$ cat config.mk
export PLATFORM = sky130hd
export DESIGN_NAME = phase_efficiency_manager
export DESIGN_NICKNAME = d
export VERILOG_FILES = /design/src/core/pem_pkg.sv /design/src/core/pwm_cell.sv /design/src/core/phase_efficiency_manager.sv
export SDC_FILE = /design/constraint.sdc
export NUM_CORES = 2
export LEC_CHECK = 0
export BUFFER_PORTS_ARGS = -buffer_cell sky130_fd_sc_hd__buf_2
export CAP_MARGIN = 20
export CORE_MARGIN = 1.5
export CORE_UTILIZATION = 28
export DETAILED_ROUTE_END_ITERATION = 6
export PLACE_DENSITY = 0.47
export RECOVER_POWER = 50
export SYNTH_ARGS = -nofsm -noshare
export SYNTH_HDL_FRONTEND = slang
export SYNTH_HIERARCHICAL = 1
export SYNTH_SLANG_ARGS = --single-unit
$ cat constraint.sdc
create_clock -name i_clk -period 96.2 [get_ports i_clk]
set_input_delay 19.24 -clock i_clk [delete_from_list [all_inputs] [get_ports i_clk]]
set_output_delay 19.24 -clock i_clk [all_outputs]
set_load 0.02 [all_outputs]
$ cat src/core/pem_pkg.sv
// Shared constants, register map and state types for the phase efficiency manager.
package pem_pkg;
	// Core clock rate in hertz (100 ns period).
	localparam int CLK_HZ = 10_000_000;
	// Largest number of populated multiphase channels.
	localparam int MAX_PH = 6;
	// Nominal per-channel switching frequencies in kilohertz.
	localparam int MP_FSW_KHZ = 200;
	localparam int SP_FSW_KHZ = 230;
	// Frequency trim gain in hertz per microamp sunk from the frequency set pins.
	localparam int MP_GAIN_HZ_PER_UA = 10_000;
	localparam int SP_GAIN_HZ_PER_UA = 11_500;
	// Frequency set pin voltage in millivolts; no logic reads it, the trim current comes from the register.
	localparam int FSET_PIN_MV = 1020;
	// Lowest apparent frequency in diode emulation, and the longest cycle it allows.
	localparam int DE_MIN_HZ = 30_000;
	localparam int DE_MAX_CYC = CLK_HZ / DE_MIN_HZ;
	// Shortest switching period accepted after trimming, in clock cycles.
	localparam int MIN_PER_CYC = 4;
	// Overcurrent reference and the millivolt weight of one sense code.
	localparam int VOCP_MV = 2500;
	localparam int CODE_LSB_MV = 10;
	localparam int VOCP_CODE = VOCP_MV / CODE_LSB_MV;
	// Wait before shedding may resume after a reset event.
	localparam int RESUME_US = 20;
	localparam int RESUME_CYC = RESUME_US * (CLK_HZ / 1_000_000);
	// Power state codes.
	localparam logic [7:0] PS_FULL = 8'h00;
	localparam logic [7:0] PS_REDUCED = 8'h01;
	// Phase ceiling while in the reduced power state.
	localparam logic [2:0] REDUCED_MAX_PH = 3'h2;
	// Register byte offsets.
	localparam int ADDR_W = 8;
	localparam logic [7:0] REG_CTRL = 8'h00;
	localparam logic [7:0] REG_THR_A = 8'h04;
	localparam logic [7:0] REG_THR_B = 8'h08;
	localparam logic [7:0] REG_FSET = 8'h0c;
	localparam logic [7:0] REG_STATUS = 8'h10;
	// Control field positions.
	localparam int CTRL_SHED_EN = 0;
	localparam int CTRL_GDC_AUTO = 1;
	localparam int CTRL_NPH_LSB = 2;
	// Threshold B field positions.
	localparam int THRB_GDC_LSB = 8;
	localparam int THRB_HYST_LSB = 16;
	// Frequency trim field positions.
	localparam int FSET_SP_LSB = 8;
	// Reset values.
	localparam logic [31:0] CTRL_RST = 32'h0000_0019;
	localparam logic [31:0] THR_A_RST = 32'h6050_4030;
	localparam logic [31:0] THR_B_RST = 32'h0004_2070;
	localparam logic [31:0] FSET_RST = 32'h0000_0000;
	// Shedding controller states.
	typedef enum logic [1:0] {ST_FULL, ST_RUN, ST_HOLD} shed_st_t;
	// Per-channel PWM states.
	typedef enum logic [1:0] {PW_HI, PW_LO, PW_IDLE} pwm_st_t;
endpackage

$ cat src/core/pwm_cell.sv
// One PWM channel with continuous and diode-emulation firing.
`timescale 1ns/1ps
module pwm_cell (
	input wire logic i_clk,
	input wire logic i_rst,
	input wire logic i_de,
	input wire logic i_fire,
	input wire logic [9:0] i_period,
	input wire logic [9:0] i_ton,
	output logic o_pwm,
	output logic o_pwm_oe
);
	import pem_pkg::*;

	// Whole state of the channel.
	typedef struct packed {
		pwm_st_t st;
		logic [9:0] cnt;
		logic [9:0] cyc;
		logic pwm;
		logic oe;
	} cell_t;

	cell_t s_r;
	cell_t s_nxt;
	logic [9:0] ton_c;
	logic [9:0] low_side_on_time;
	logic [9:0] cyc_lim;

	// On-time is kept inside the period so that a low phase always follows.
	assign ton_c = (i_ton == 10'h000) ? 10'h001 : ((i_ton >= i_period) ? i_period - 10'h001 : i_ton);
	assign low_side_on_time = i_period - ton_c;
	assign cyc_lim = 10'(DE_MAX_CYC);

	// Next-state logic for the firing sequence.
	always_comb begin
		s_nxt = s_r;
		s_nxt.cnt = s_r.cnt + 10'h001;
		s_nxt.cyc = s_r.cyc + 10'h001;
		case (s_r.st)
			PW_HI: begin
				// High side on for the normal on-time.
				if (s_r.cnt >= ton_c - 10'h001) begin
					s_nxt.st = PW_LO;
					s_nxt.cnt = 10'h000;
				end
			end
			PW_LO: begin
				// Low side on for the normal off-time, then release the pin in emulation.
				if (s_r.cnt >= low_side_on_time - 10'h001) begin
					s_nxt.cnt = 10'h000;
					// A period already at the floor fires again at once, so the idle
					// state is never entered with its cycle count past the limit.
					if (i_de && s_r.cyc < cyc_lim - 10'h001) begin
						s_nxt.st = PW_IDLE;
					end else begin
						s_nxt.st = PW_HI;
						s_nxt.cyc = 10'h000;
					end
				end
			end
			PW_IDLE: begin
				// Fire on demand, or when the cycle would drop below the audible floor.
				if (!i_de || i_fire || s_r.cyc >= cyc_lim - 10'h001) begin
					s_nxt.st = PW_HI;
					s_nxt.cnt = 10'h000;
					s_nxt.cyc = 10'h000;
				end
			end
			default: begin
				s_nxt.st = PW_HI;
				s_nxt.cnt = 10'h000;
			end
		endcase
		s_nxt.pwm = (s_nxt.st == PW_HI);
		s_nxt.oe = (s_nxt.st != PW_IDLE);
	end

	// State register; the pin comes out of reset driven low.
	always_ff @(posedge i_clk or posedge i_rst) begin
		if (i_rst) begin
			s_r <= '{st: PW_LO, cnt: 10'h000, cyc: 10'h000, pwm: 1'b0, oe: 1'b1};
		end else begin
			s_r <= s_nxt;
		end
	end

	assign o_pwm = s_r.pwm;
	assign o_pwm_oe = s_r.oe;
endmodule

$ cat src/core/phase_efficiency_manager.sv
// Phase shedding, diode emulation, gate-drive select and frequency set for a dual buck.
`timescale 1ns/1ps
// Overview of operation
// Drop phases as filtered load current falls.
// Evaluate shedding only after regulator ready.
// Voltage-set or transient restores all, then resumes.
// Current-limit steps force phase count upward.
// Current-limit check only adds phases.
// Multiphase emulation only at one phase, zero-cross.
// Single-phase emulates whenever inductor current reverses.
// Emulation: on-time, off-time, then released pin.
// Emulation cycle never slower than 30 kHz.
// Gate supply switches between two driver rails.
// Default high rail; low rail from reduced state.
// Automatic threshold switches rail even at full.
// Nominal 200/230 kHz; ripple is N times.
// Frequency trimmed by pin current gain.
// Reduced state forces shedding, one or two.
// Shed from highest index, re-space interleave; the code sets no phase spacing.
// Hysteresis between add and drop thresholds.
module phase_efficiency_manager (
	input wire logic i_clk,
	input wire logic i_rst,
	input wire logic [pem_pkg::ADDR_W-1:0] i_addr,
	input wire logic [31:0] i_wdata,
	input wire logic i_wr,
	input wire logic i_rd,
	output logic [31:0] o_rdata,
	input wire logic [7:0] i_load_sense,
	input wire logic [7:0] i_fast_current_limit_sense_sense,
	input wire logic i_reg_ready,
	input wire logic i_transient_det,
	input wire logic i_mp_zero_cross,
	input wire logic i_sp_current_neg,
	input wire logic i_voltage_set_cmd,
	input wire logic [7:0] i_power_state,
	input wire logic [9:0] i_mp_ton,
	input wire logic [9:0] i_sp_ton,
	input wire logic i_mp_fire,
	input wire logic i_sp_fire,
	output logic [pem_pkg::MAX_PH-1:0] o_phase_en,
	output logic [2:0] o_active_phases,
	output logic [15:0] o_mp_ripple_khz,
	output logic [9:0] o_mp_period,
	output logic [9:0] o_sp_period,
	output logic o_mp_de,
	output logic o_sp_de,
	output logic o_gdc_low_rail,
	output logic o_mp_pwm,
	output logic o_mp_pwm_oe,
	output logic o_sp_pwm,
	output logic o_sp_pwm_oe
);
	import pem_pkg::*;

	// Whole state of the block, synchronisers included.
	typedef struct packed {
		logic [31:0] ctrl;
		logic [31:0] thr_a;
		logic [31:0] thr_b;
		logic [31:0] fset;
		logic [31:0] rdata;
		logic [7:0] ld1;
		logic [7:0] ld2;
		logic [7:0] il1;
		logic [7:0] il2;
		logic [3:0] pin1;
		logic [3:0] pin2;
		logic tr_prev;
		shed_st_t st;
		logic [2:0] act;
		logic [9:0] dly;
		logic [MAX_PH-1:0] phen;
		logic [15:0] rip;
		logic [9:0] mp_per;
		logic [9:0] sp_per;
		logic mp_de;
		logic sp_de;
		logic gate_drive_supply_select;
	} state_t;

	state_t s_r;
	state_t s_nxt;

	// Synchronised pin levels: ready, transient, zero-cross, current sign.
	logic pg_s;
	logic tr_s;
	logic zc_s;
	logic sn_s;
	assign pg_s = s_r.pin2[0];
	assign tr_s = s_r.pin2[1];
	assign zc_s = s_r.pin2[2];
	assign sn_s = s_r.pin2[3];

	// Decoded configuration.
	logic [2:0] nph_raw;
	logic [2:0] nph;
	logic reduced;
	logic shed_on;
	logic [2:0] cap;
	logic reset_ev;
	logic [11:0] il_steps;
	logic [2:0] fast_current_limit_sense_req;
	logic [7:0] hyst;
	logic [7:0] gdc_thr;

	// Threshold between k and k+1 phases, k from 1 to 5.
	function automatic logic [7:0] thr_of(input logic [2:0] k, input logic [31:0] a,
			input logic [31:0] b);
		logic [7:0] t;
		case (k)
			3'h1: t = a[7:0];
			3'h2: t = a[15:8];
			3'h3: t = a[23:16];
			3'h4: t = a[31:24];
			default: t = b[7:0];
		endcase
		return t;
	endfunction

	// Channel period in clock cycles from nominal frequency and signed trim current.
	function automatic logic [9:0] per_of(input int base_khz, input int gain,
			input logic signed [7:0] trim);
		int f;
		int p;
		f = base_khz * 1000 + gain * int'(trim);
		if (f < DE_MIN_HZ) begin
			f = DE_MIN_HZ;
		end
		p = CLK_HZ / f;
		if (p < MIN_PER_CYC) begin
			p = MIN_PER_CYC;
		end
		return p[9:0];
	endfunction

	// Enable mask that keeps the lowest-indexed phases on.
	function automatic logic [MAX_PH-1:0] therm(input logic [2:0] n);
		logic [MAX_PH-1:0] m;
		m = '0;
		for (int i = 0; i < MAX_PH; i++) begin
			m[i] = (3'(i) < n);
		end
		return m;
	endfunction

	// A populated count of zero is read as one; above the maximum is clipped.
	assign nph_raw = s_r.ctrl[CTRL_NPH_LSB+:3];
	assign nph = (nph_raw == 3'h0) ? 3'h1 : ((nph_raw > 3'(MAX_PH)) ? 3'(MAX_PH) : nph_raw);
	// Reduced power state forces shedding and a two-phase ceiling.
	assign reduced = (i_power_state >= PS_REDUCED);
	assign shed_on = s_r.ctrl[CTRL_SHED_EN] | reduced;
	assign cap = (reduced && nph > REDUCED_MAX_PH) ? REDUCED_MAX_PH : nph;
	// A rising transient edge or a voltage-set command cancels shedding.
	assign reset_ev = i_voltage_set_cmd | (tr_s & ~s_r.tr_prev);
	// The sense step is the limit level over half the step width, plus one: step = il*2N/Vref + 1.
	assign il_steps = 12'((int'(s_r.il2) * 2 * int'(nph)) / VOCP_CODE + 1);
	assign fast_current_limit_sense_req = (il_steps > 12'(cap)) ? cap : il_steps[2:0];
	assign hyst = s_r.thr_b[THRB_HYST_LSB+:8];
	assign gdc_thr = s_r.thr_b[THRB_GDC_LSB+:8];

	// All next-state logic: bus, synchronisers, shedding and outputs.
	always_comb begin
		s_nxt = s_r;
		// Pins pass two flops; only the second is read by logic.
		s_nxt.pin1 = {i_sp_current_neg, i_mp_zero_cross, i_transient_det, i_reg_ready};
		s_nxt.pin2 = s_r.pin1;
		s_nxt.ld1 = i_load_sense;
		s_nxt.ld2 = s_r.ld1;
		s_nxt.il1 = i_fast_current_limit_sense_sense;
		s_nxt.il2 = s_r.il1;
		s_nxt.tr_prev = tr_s;
		// Register writes; unmapped offsets are ignored.
		if (i_wr) begin
			case (i_addr)
				REG_CTRL: s_nxt.ctrl = i_wdata;
				REG_THR_A: s_nxt.thr_a = i_wdata;
				REG_THR_B: s_nxt.thr_b = i_wdata;
				REG_FSET: s_nxt.fset = i_wdata;
				default: begin
				end
			endcase
		end
		// Read data stands for one cycle only; unmapped offsets read zero.
		s_nxt.rdata = 32'h0000_0000;
		if (i_rd) begin
			case (i_addr)
				REG_CTRL: s_nxt.rdata = s_r.ctrl;
				REG_THR_A: s_nxt.rdata = s_r.thr_a;
				REG_THR_B: s_nxt.rdata = s_r.thr_b;
				REG_FSET: s_nxt.rdata = s_r.fset;
				REG_STATUS: s_nxt.rdata = {24'h00_0000, s_r.st, s_r.gate_drive_supply_select, s_r.sp_de, s_r.mp_de,
					s_r.act};
				default: s_nxt.rdata = 32'h0000_0000;
			endcase
		end
		// Shedding controller.
		case (s_r.st)
			ST_FULL: begin
				// Soft-start and disabled shedding run with every phase.
				s_nxt.act = nph;
				if (pg_s && shed_on) begin
					s_nxt.st = ST_RUN;
				end
			end
			ST_RUN: begin
				if (!shed_on || !pg_s) begin
					s_nxt.st = ST_FULL;
					s_nxt.act = nph;
				end else if (reset_ev) begin
					// Restore all phases and wait before shedding again.
					s_nxt.st = ST_HOLD;
					s_nxt.act = nph;
					s_nxt.dly = 10'(RESUME_CYC);
				end else if (fast_current_limit_sense_req > s_r.act) begin
					// The fast limit sense only ever raises the count.
					s_nxt.act = fast_current_limit_sense_req;
				end else if (s_r.act > cap) begin
					s_nxt.act = s_r.act - 3'h1;
				end else if (s_r.act < cap && s_r.ld2 >= thr_of(s_r.act, s_r.thr_a, s_r.thr_b)) begin
					// Add one phase at the threshold above the present count.
					s_nxt.act = s_r.act + 3'h1;
				end else if (s_r.act > fast_current_limit_sense_req && {1'b0, s_r.ld2} + {1'b0, hyst} <
						{1'b0, thr_of(s_r.act - 3'h1, s_r.thr_a, s_r.thr_b)}) begin
					// Drop under the hysteresis band, never below the limit step.
					s_nxt.act = s_r.act - 3'h1;
				end
			end
			ST_HOLD: begin
				s_nxt.act = nph;
				if (!shed_on || !pg_s) begin
					s_nxt.st = ST_FULL;
				end else if (reset_ev) begin
					s_nxt.dly = 10'(RESUME_CYC);
				end else if (s_r.dly == 10'h000) begin
					// Resume; the load check then decides if shedding is compatible.
					s_nxt.st = ST_RUN;
				end else begin
					s_nxt.dly = s_r.dly - 10'h001;
				end
			end
			default: begin
				s_nxt.st = ST_FULL;
				s_nxt.act = nph;
			end
		endcase
		// Highest index goes first; the count sets the enable mask.
		s_nxt.phen = therm(s_nxt.act);
		// Load-side ripple is the count times the nominal multiphase channel frequency, untrimmed.
		s_nxt.rip = 16'(int'(s_nxt.act) * MP_FSW_KHZ);
		// Trimmed periods at 200 and 230 kHz nominal.
		s_nxt.mp_per = per_of(MP_FSW_KHZ, MP_GAIN_HZ_PER_UA, s_r.fset[7:0]);
		s_nxt.sp_per = per_of(SP_FSW_KHZ, SP_GAIN_HZ_PER_UA, s_r.fset[FSET_SP_LSB+:8]);
		// Multiphase emulation needs shedding down to one phase and a zero cross.
		s_nxt.mp_de = (s_nxt.st == ST_RUN) && (s_nxt.act == 3'h1) && zc_s;
		// Single-phase emulation follows the inductor current sign alone.
		s_nxt.sp_de = sn_s;
		// Low rail in reduced state, or under the automatic threshold.
		s_nxt.gate_drive_supply_select = reduced | (s_r.ctrl[CTRL_GDC_AUTO] & (s_r.ld2 < gdc_thr));
	end

	// State register; reset comes up with all phases and the high driver rail.
	always_ff @(posedge i_clk or posedge i_rst) begin
		if (i_rst) begin
			s_r <= '{ctrl: CTRL_RST, thr_a: THR_A_RST, thr_b: THR_B_RST, fset: FSET_RST,
				rdata: 32'h0000_0000, ld1: 8'h00, ld2: 8'h00, il1: 8'h00, il2: 8'h00,
				pin1: 4'h0, pin2: 4'h0, tr_prev: 1'b0, st: ST_FULL, act: 3'(MAX_PH),
				dly: 10'h000, phen: {MAX_PH{1'b1}}, rip: 16'h0000, mp_per: 10'h032,
				sp_per: 10'h02b, mp_de: 1'b0, sp_de: 1'b0, gate_drive_supply_select: 1'b0};
		end else begin
			s_r <= s_nxt;
		end
	end

	// Phase 1 carries the multiphase emulation pattern; other phases stay continuous.
	pwm_cell u_mp_cell (
		.i_clk(i_clk),
		.i_rst(i_rst),
		.i_de(s_r.mp_de),
		.i_fire(i_mp_fire),
		.i_period(s_r.mp_per),
		.i_ton(i_mp_ton),
		.o_pwm(o_mp_pwm),
		.o_pwm_oe(o_mp_pwm_oe)
	);

	// Single-phase section channel.
	pwm_cell u_sp_cell (
		.i_clk(i_clk),
		.i_rst(i_rst),
		.i_de(s_r.sp_de),
		.i_fire(i_sp_fire),
		.i_period(s_r.sp_per),
		.i_ton(i_sp_ton),
		.o_pwm(o_sp_pwm),
		.o_pwm_oe(o_sp_pwm_oe)
	);

	assign o_rdata = s_r.rdata;
	assign o_phase_en = s_r.phen;
	assign o_active_phases = s_r.act;
	assign o_mp_ripple_khz = s_r.rip;
	assign o_mp_period = s_r.mp_per;
	assign o_sp_period = s_r.sp_per;
	assign o_mp_de = s_r.mp_de;
	assign o_sp_de = s_r.sp_de;
	assign o_gdc_low_rail = s_r.gate_drive_supply_select;
endmodule

==> results by group <==
Synthesis
  • Number of synthesized register bits: 298
  • EDFF count, synth: 0
  • Syn_area_per_cell: 7.334 um^2
  • Synth Area in Compound Gates: 0.3031
  • Async SR Flop Fraction: 1.000
  • Post-synthesis mux area share: 0.04574
  • Post-synthesis sequential area ratio: 0.1007
  • Adder-Cell Fraction of Synth Area: 0.1940
  • Post-Synth XOR/XNOR Area: 0.08708
  • Synth Area in Simple Gates: 0.2177
  • Yosys warning total: 6
  • Syn Std Cell Area: 74430 um^2
  • Largest cells by area after synthesis: ha_1 18%, dfrtp_1 8.9%, a21oi_1 5.9%
  • Synth unique cells: 132
  • Dominant cell type by area after synthesis: ha_1
  • Yosys top cell area share: 0.1804
  • Dominant synthesized flop cell: dfrtp_1
  • Largest family of logic cells by synthesized area: compound AO/OA/AOI/OAI gates
  • Synth Instances: 10148

CTS
  • TritonCTS clock tree: yes
  • Clk sink count: 298
  • Later-pin clock latency in the skew report: 0.60 ns
  • H-tree depth: 2
  • Clock Tree Buf Depth: 3
  • # hold bufs at CTS: 0
  • Clock Pin Slew Worst Setup and Hold Paths: 0.07 ns
  • CTS buffer count: 36
  • Root buffer cell: clkbuf_16

Worst hold path
  • Hold Path Class: flip-flop to flip-flop

Floorplanning
  • Die area: 268900 um^2
  • Cell Rows: 189
  • Core box area: 264900 um^2
  • Die Y: 518.6 um
  • # IOs: 179
  • Die width: 518.6 um
  • Initial Util: 0.2810

Worst setup path
  • CP top delay family: compound AO/OA/AOI/OAI gates
  • Worst Setup End Kind: flip-flop
  • Slowest library cell on the worst path: a2111oi_1
  • Highest cell delay on the worst timing path: 0.78 ns
  • Buf/Inv on CP: 18
  • CP Class: flip-flop to flip-flop
  • CP max FO: 44
  • Data arrival, critical path: 90.70 ns
  • R2R setup slack: 6.03 ns
  • Worst Setup Start Kind: flip-flop
  • CP required: 96.73 ns
  • Most used cell, CP: o21ai_0

GRT
  • Met3 Usage GRT: 0.01997
  • Grt total ovfl: 0
  • Antenna violations before repair: 25
  • GR Util met1: 0.2878
  • First-pass GRT wire length: 456600 um
  • Top Usage Layer GRT: met2
  • Met2 usage: 0.3548
  • Vias in the first global route: 74873
  • GRT Overall Usage: 0.2137
  • Largest net degree at the start of global routing: 94

Place
  • Port bufs: 170
  • GPL Wtd Cong: 0.9632
  • Final HPWL DP: 234200 um

Finish
  • Commonest cells after routing, fill and taps aside: 1071 x ha_1, 1005 x nor2_1, 919 x nand2_1
  • Area growth syn-to-layout: 8.676%
  • Commonest non-fill, non-tap cell in the layout: ha_1
  • Fill cell count: 28845
  • Share of layout cells above drive strength 1: 0.09194
  • Layout net count: 11382
  • Area of the multi-input gates: 63950 um^2
  • Reg area: 7498 um^2

Flow run
  • Max-cap violation count: 4

Run status
  • Status: complete, but fails checks
  • Failing checks: max-capacitance violations, max-slew violations

Drt
  • Avg WL per Cell: 21.94 um
  • Drt total wl: 301500 um
  • Vias per std cell: 5.663
  • Via count: 77790
  • DRT Pass-1 Iters: 6
  • DRC: 0
  • 1st-iter DRT viols: 6118
  • Remaining antenna violation count: 0

Timing
  • Final hold viol count: 0
  • Pins over their slew limit: 237
  • Period Utilization, post-route: 0.9373
  • Slew headroom: -2.123
  • Max Clk Rate: 11.09 MHz
  • Unrepaired setup endpoints after global routing: false
  • Final setup fails: 0
  • Clock skew: 0.05226 ns
  • Crit path time final: 90.17 ns
  • Setup total negative slack: 0 ns
  • Slew of the pin with the lowest slew margin: 4.660 ns
==> metrics by stage <==
step,instances,area (um^2),utilization,setup WS [ns],hold WS [ns]
final,13737,80890,0.3054,6.031,0.3384
after global routing,13725,80860,0.3053,0.2838,0.3413
after CTS,13717,80620,0.3044,0.8109,0.3366
after detailed placement,13652,79470,0.3001,1.284,0.3347
after global placement,13652,79470,0.3001,3.356,0.3323
after floorplan,10228,74730,-,16.55,0.3312
==> flip-flops by register name, indices dropped and copies added, names as in the netlist, 3 cells and up <==
register,count
u_sp_cell/s_r,22
gdc_thr,8
u_mp_cell/s_r,22
o_mp_ripple_khz,6
o_rdata,32
s_r,139
hyst,8
o_phase_en,6
nph_raw,3
s_nxt,22
o_mp_period,10
o_sp_period,10
==> synth_stat cells, drive strengths merged (39+ instances only) <==
master / n
ha: 1073
nor2: 1017
nand2: 923
a21oi: 882
o21ai: 643
inv: 492
xnor2: 476
a21o: 341
nor3: 274
dfrtp: 265
xor2: 255
clkbuf: 253
nand3: 249
mux2: 241
o21a: 224
buf: 173
a31oi: 163
nand2b: 136
a211oi: 129
nor2b: 114
and3: 108
o31ai: 106
nand4: 97
or3: 95
o211ai: 92
o21bai: 89
and2: 87
or2: 83
mux2i: 67
nor4: 57
a221oi: 51
fa: 50
a22oi: 49
a31o: 40
a21boi: 39
==> what timing repair did <==
action	CTS	global route
setup endpoints to repair	0	10
setup buffers	0	0
resized for setup	0	45
==> area by class of cell <==
type | instances | share of cell area
multi-input cells | 9010 | 0.7905
diodes | 13 | 0.0004022
inverters | 495 | 0.02303
repair buffers | 323 | 0.02446
flip-flops and latches | 298 | 0.09270
well taps | 3533 | 0.05465
clock inverters | 18 | 0.001934
clock buffers | 47 | 0.01228
==> cell families after synthesis <==
logic type | count (synthesis)
DFF | 298
AOI/OAI and AO/OA | 3365
other | 2
adders and majority gates | 1124
and+or+nand+nor | 3399
xor gates and xnor gates | 731
buffers and inverters | 921
muxes | 308
==> routing by layer <==
metal / wire length [um] / share of wire / up-vias
met5: 114 / 0.00038 / -
met4: 11370 / 0.038 / 18
met3: 15050 / 0.050 / 502
met2: 136600 / 0.45 / 2344
met1: 138300 / 0.46 / 37444
li1: - / - / 37482
==> final timing paths <==
kind | startpoint | to | cells after the start
min reg2reg | s_nxt[61]$_DFF_PP0_ | pg_s$_DFF_PP0_ | 0
max reg2reg | s_r[141]$_DFFE_PP0P_ | o_sp_period[2]$_DFF_PP0_ | 336
max | s_r[141]$_DFFE_PP0P_ | o_sp_period[2]$_DFF_PP0_ | 336
min | s_nxt[61]$_DFF_PP0_ | pg_s$_DFF_PP0_ | 0
min in group asynchronous | i_rst | u_mp_cell/s_r[8]$_DFF_PP0_ | 2
max in group asynchronous | i_rst | o_rdata[16]$_DFF_PP0_ | 4
Power is left out: the tool's default activity adds up to more than one toggle a clock period on the data nets, which glitch-free logic cannot reach.
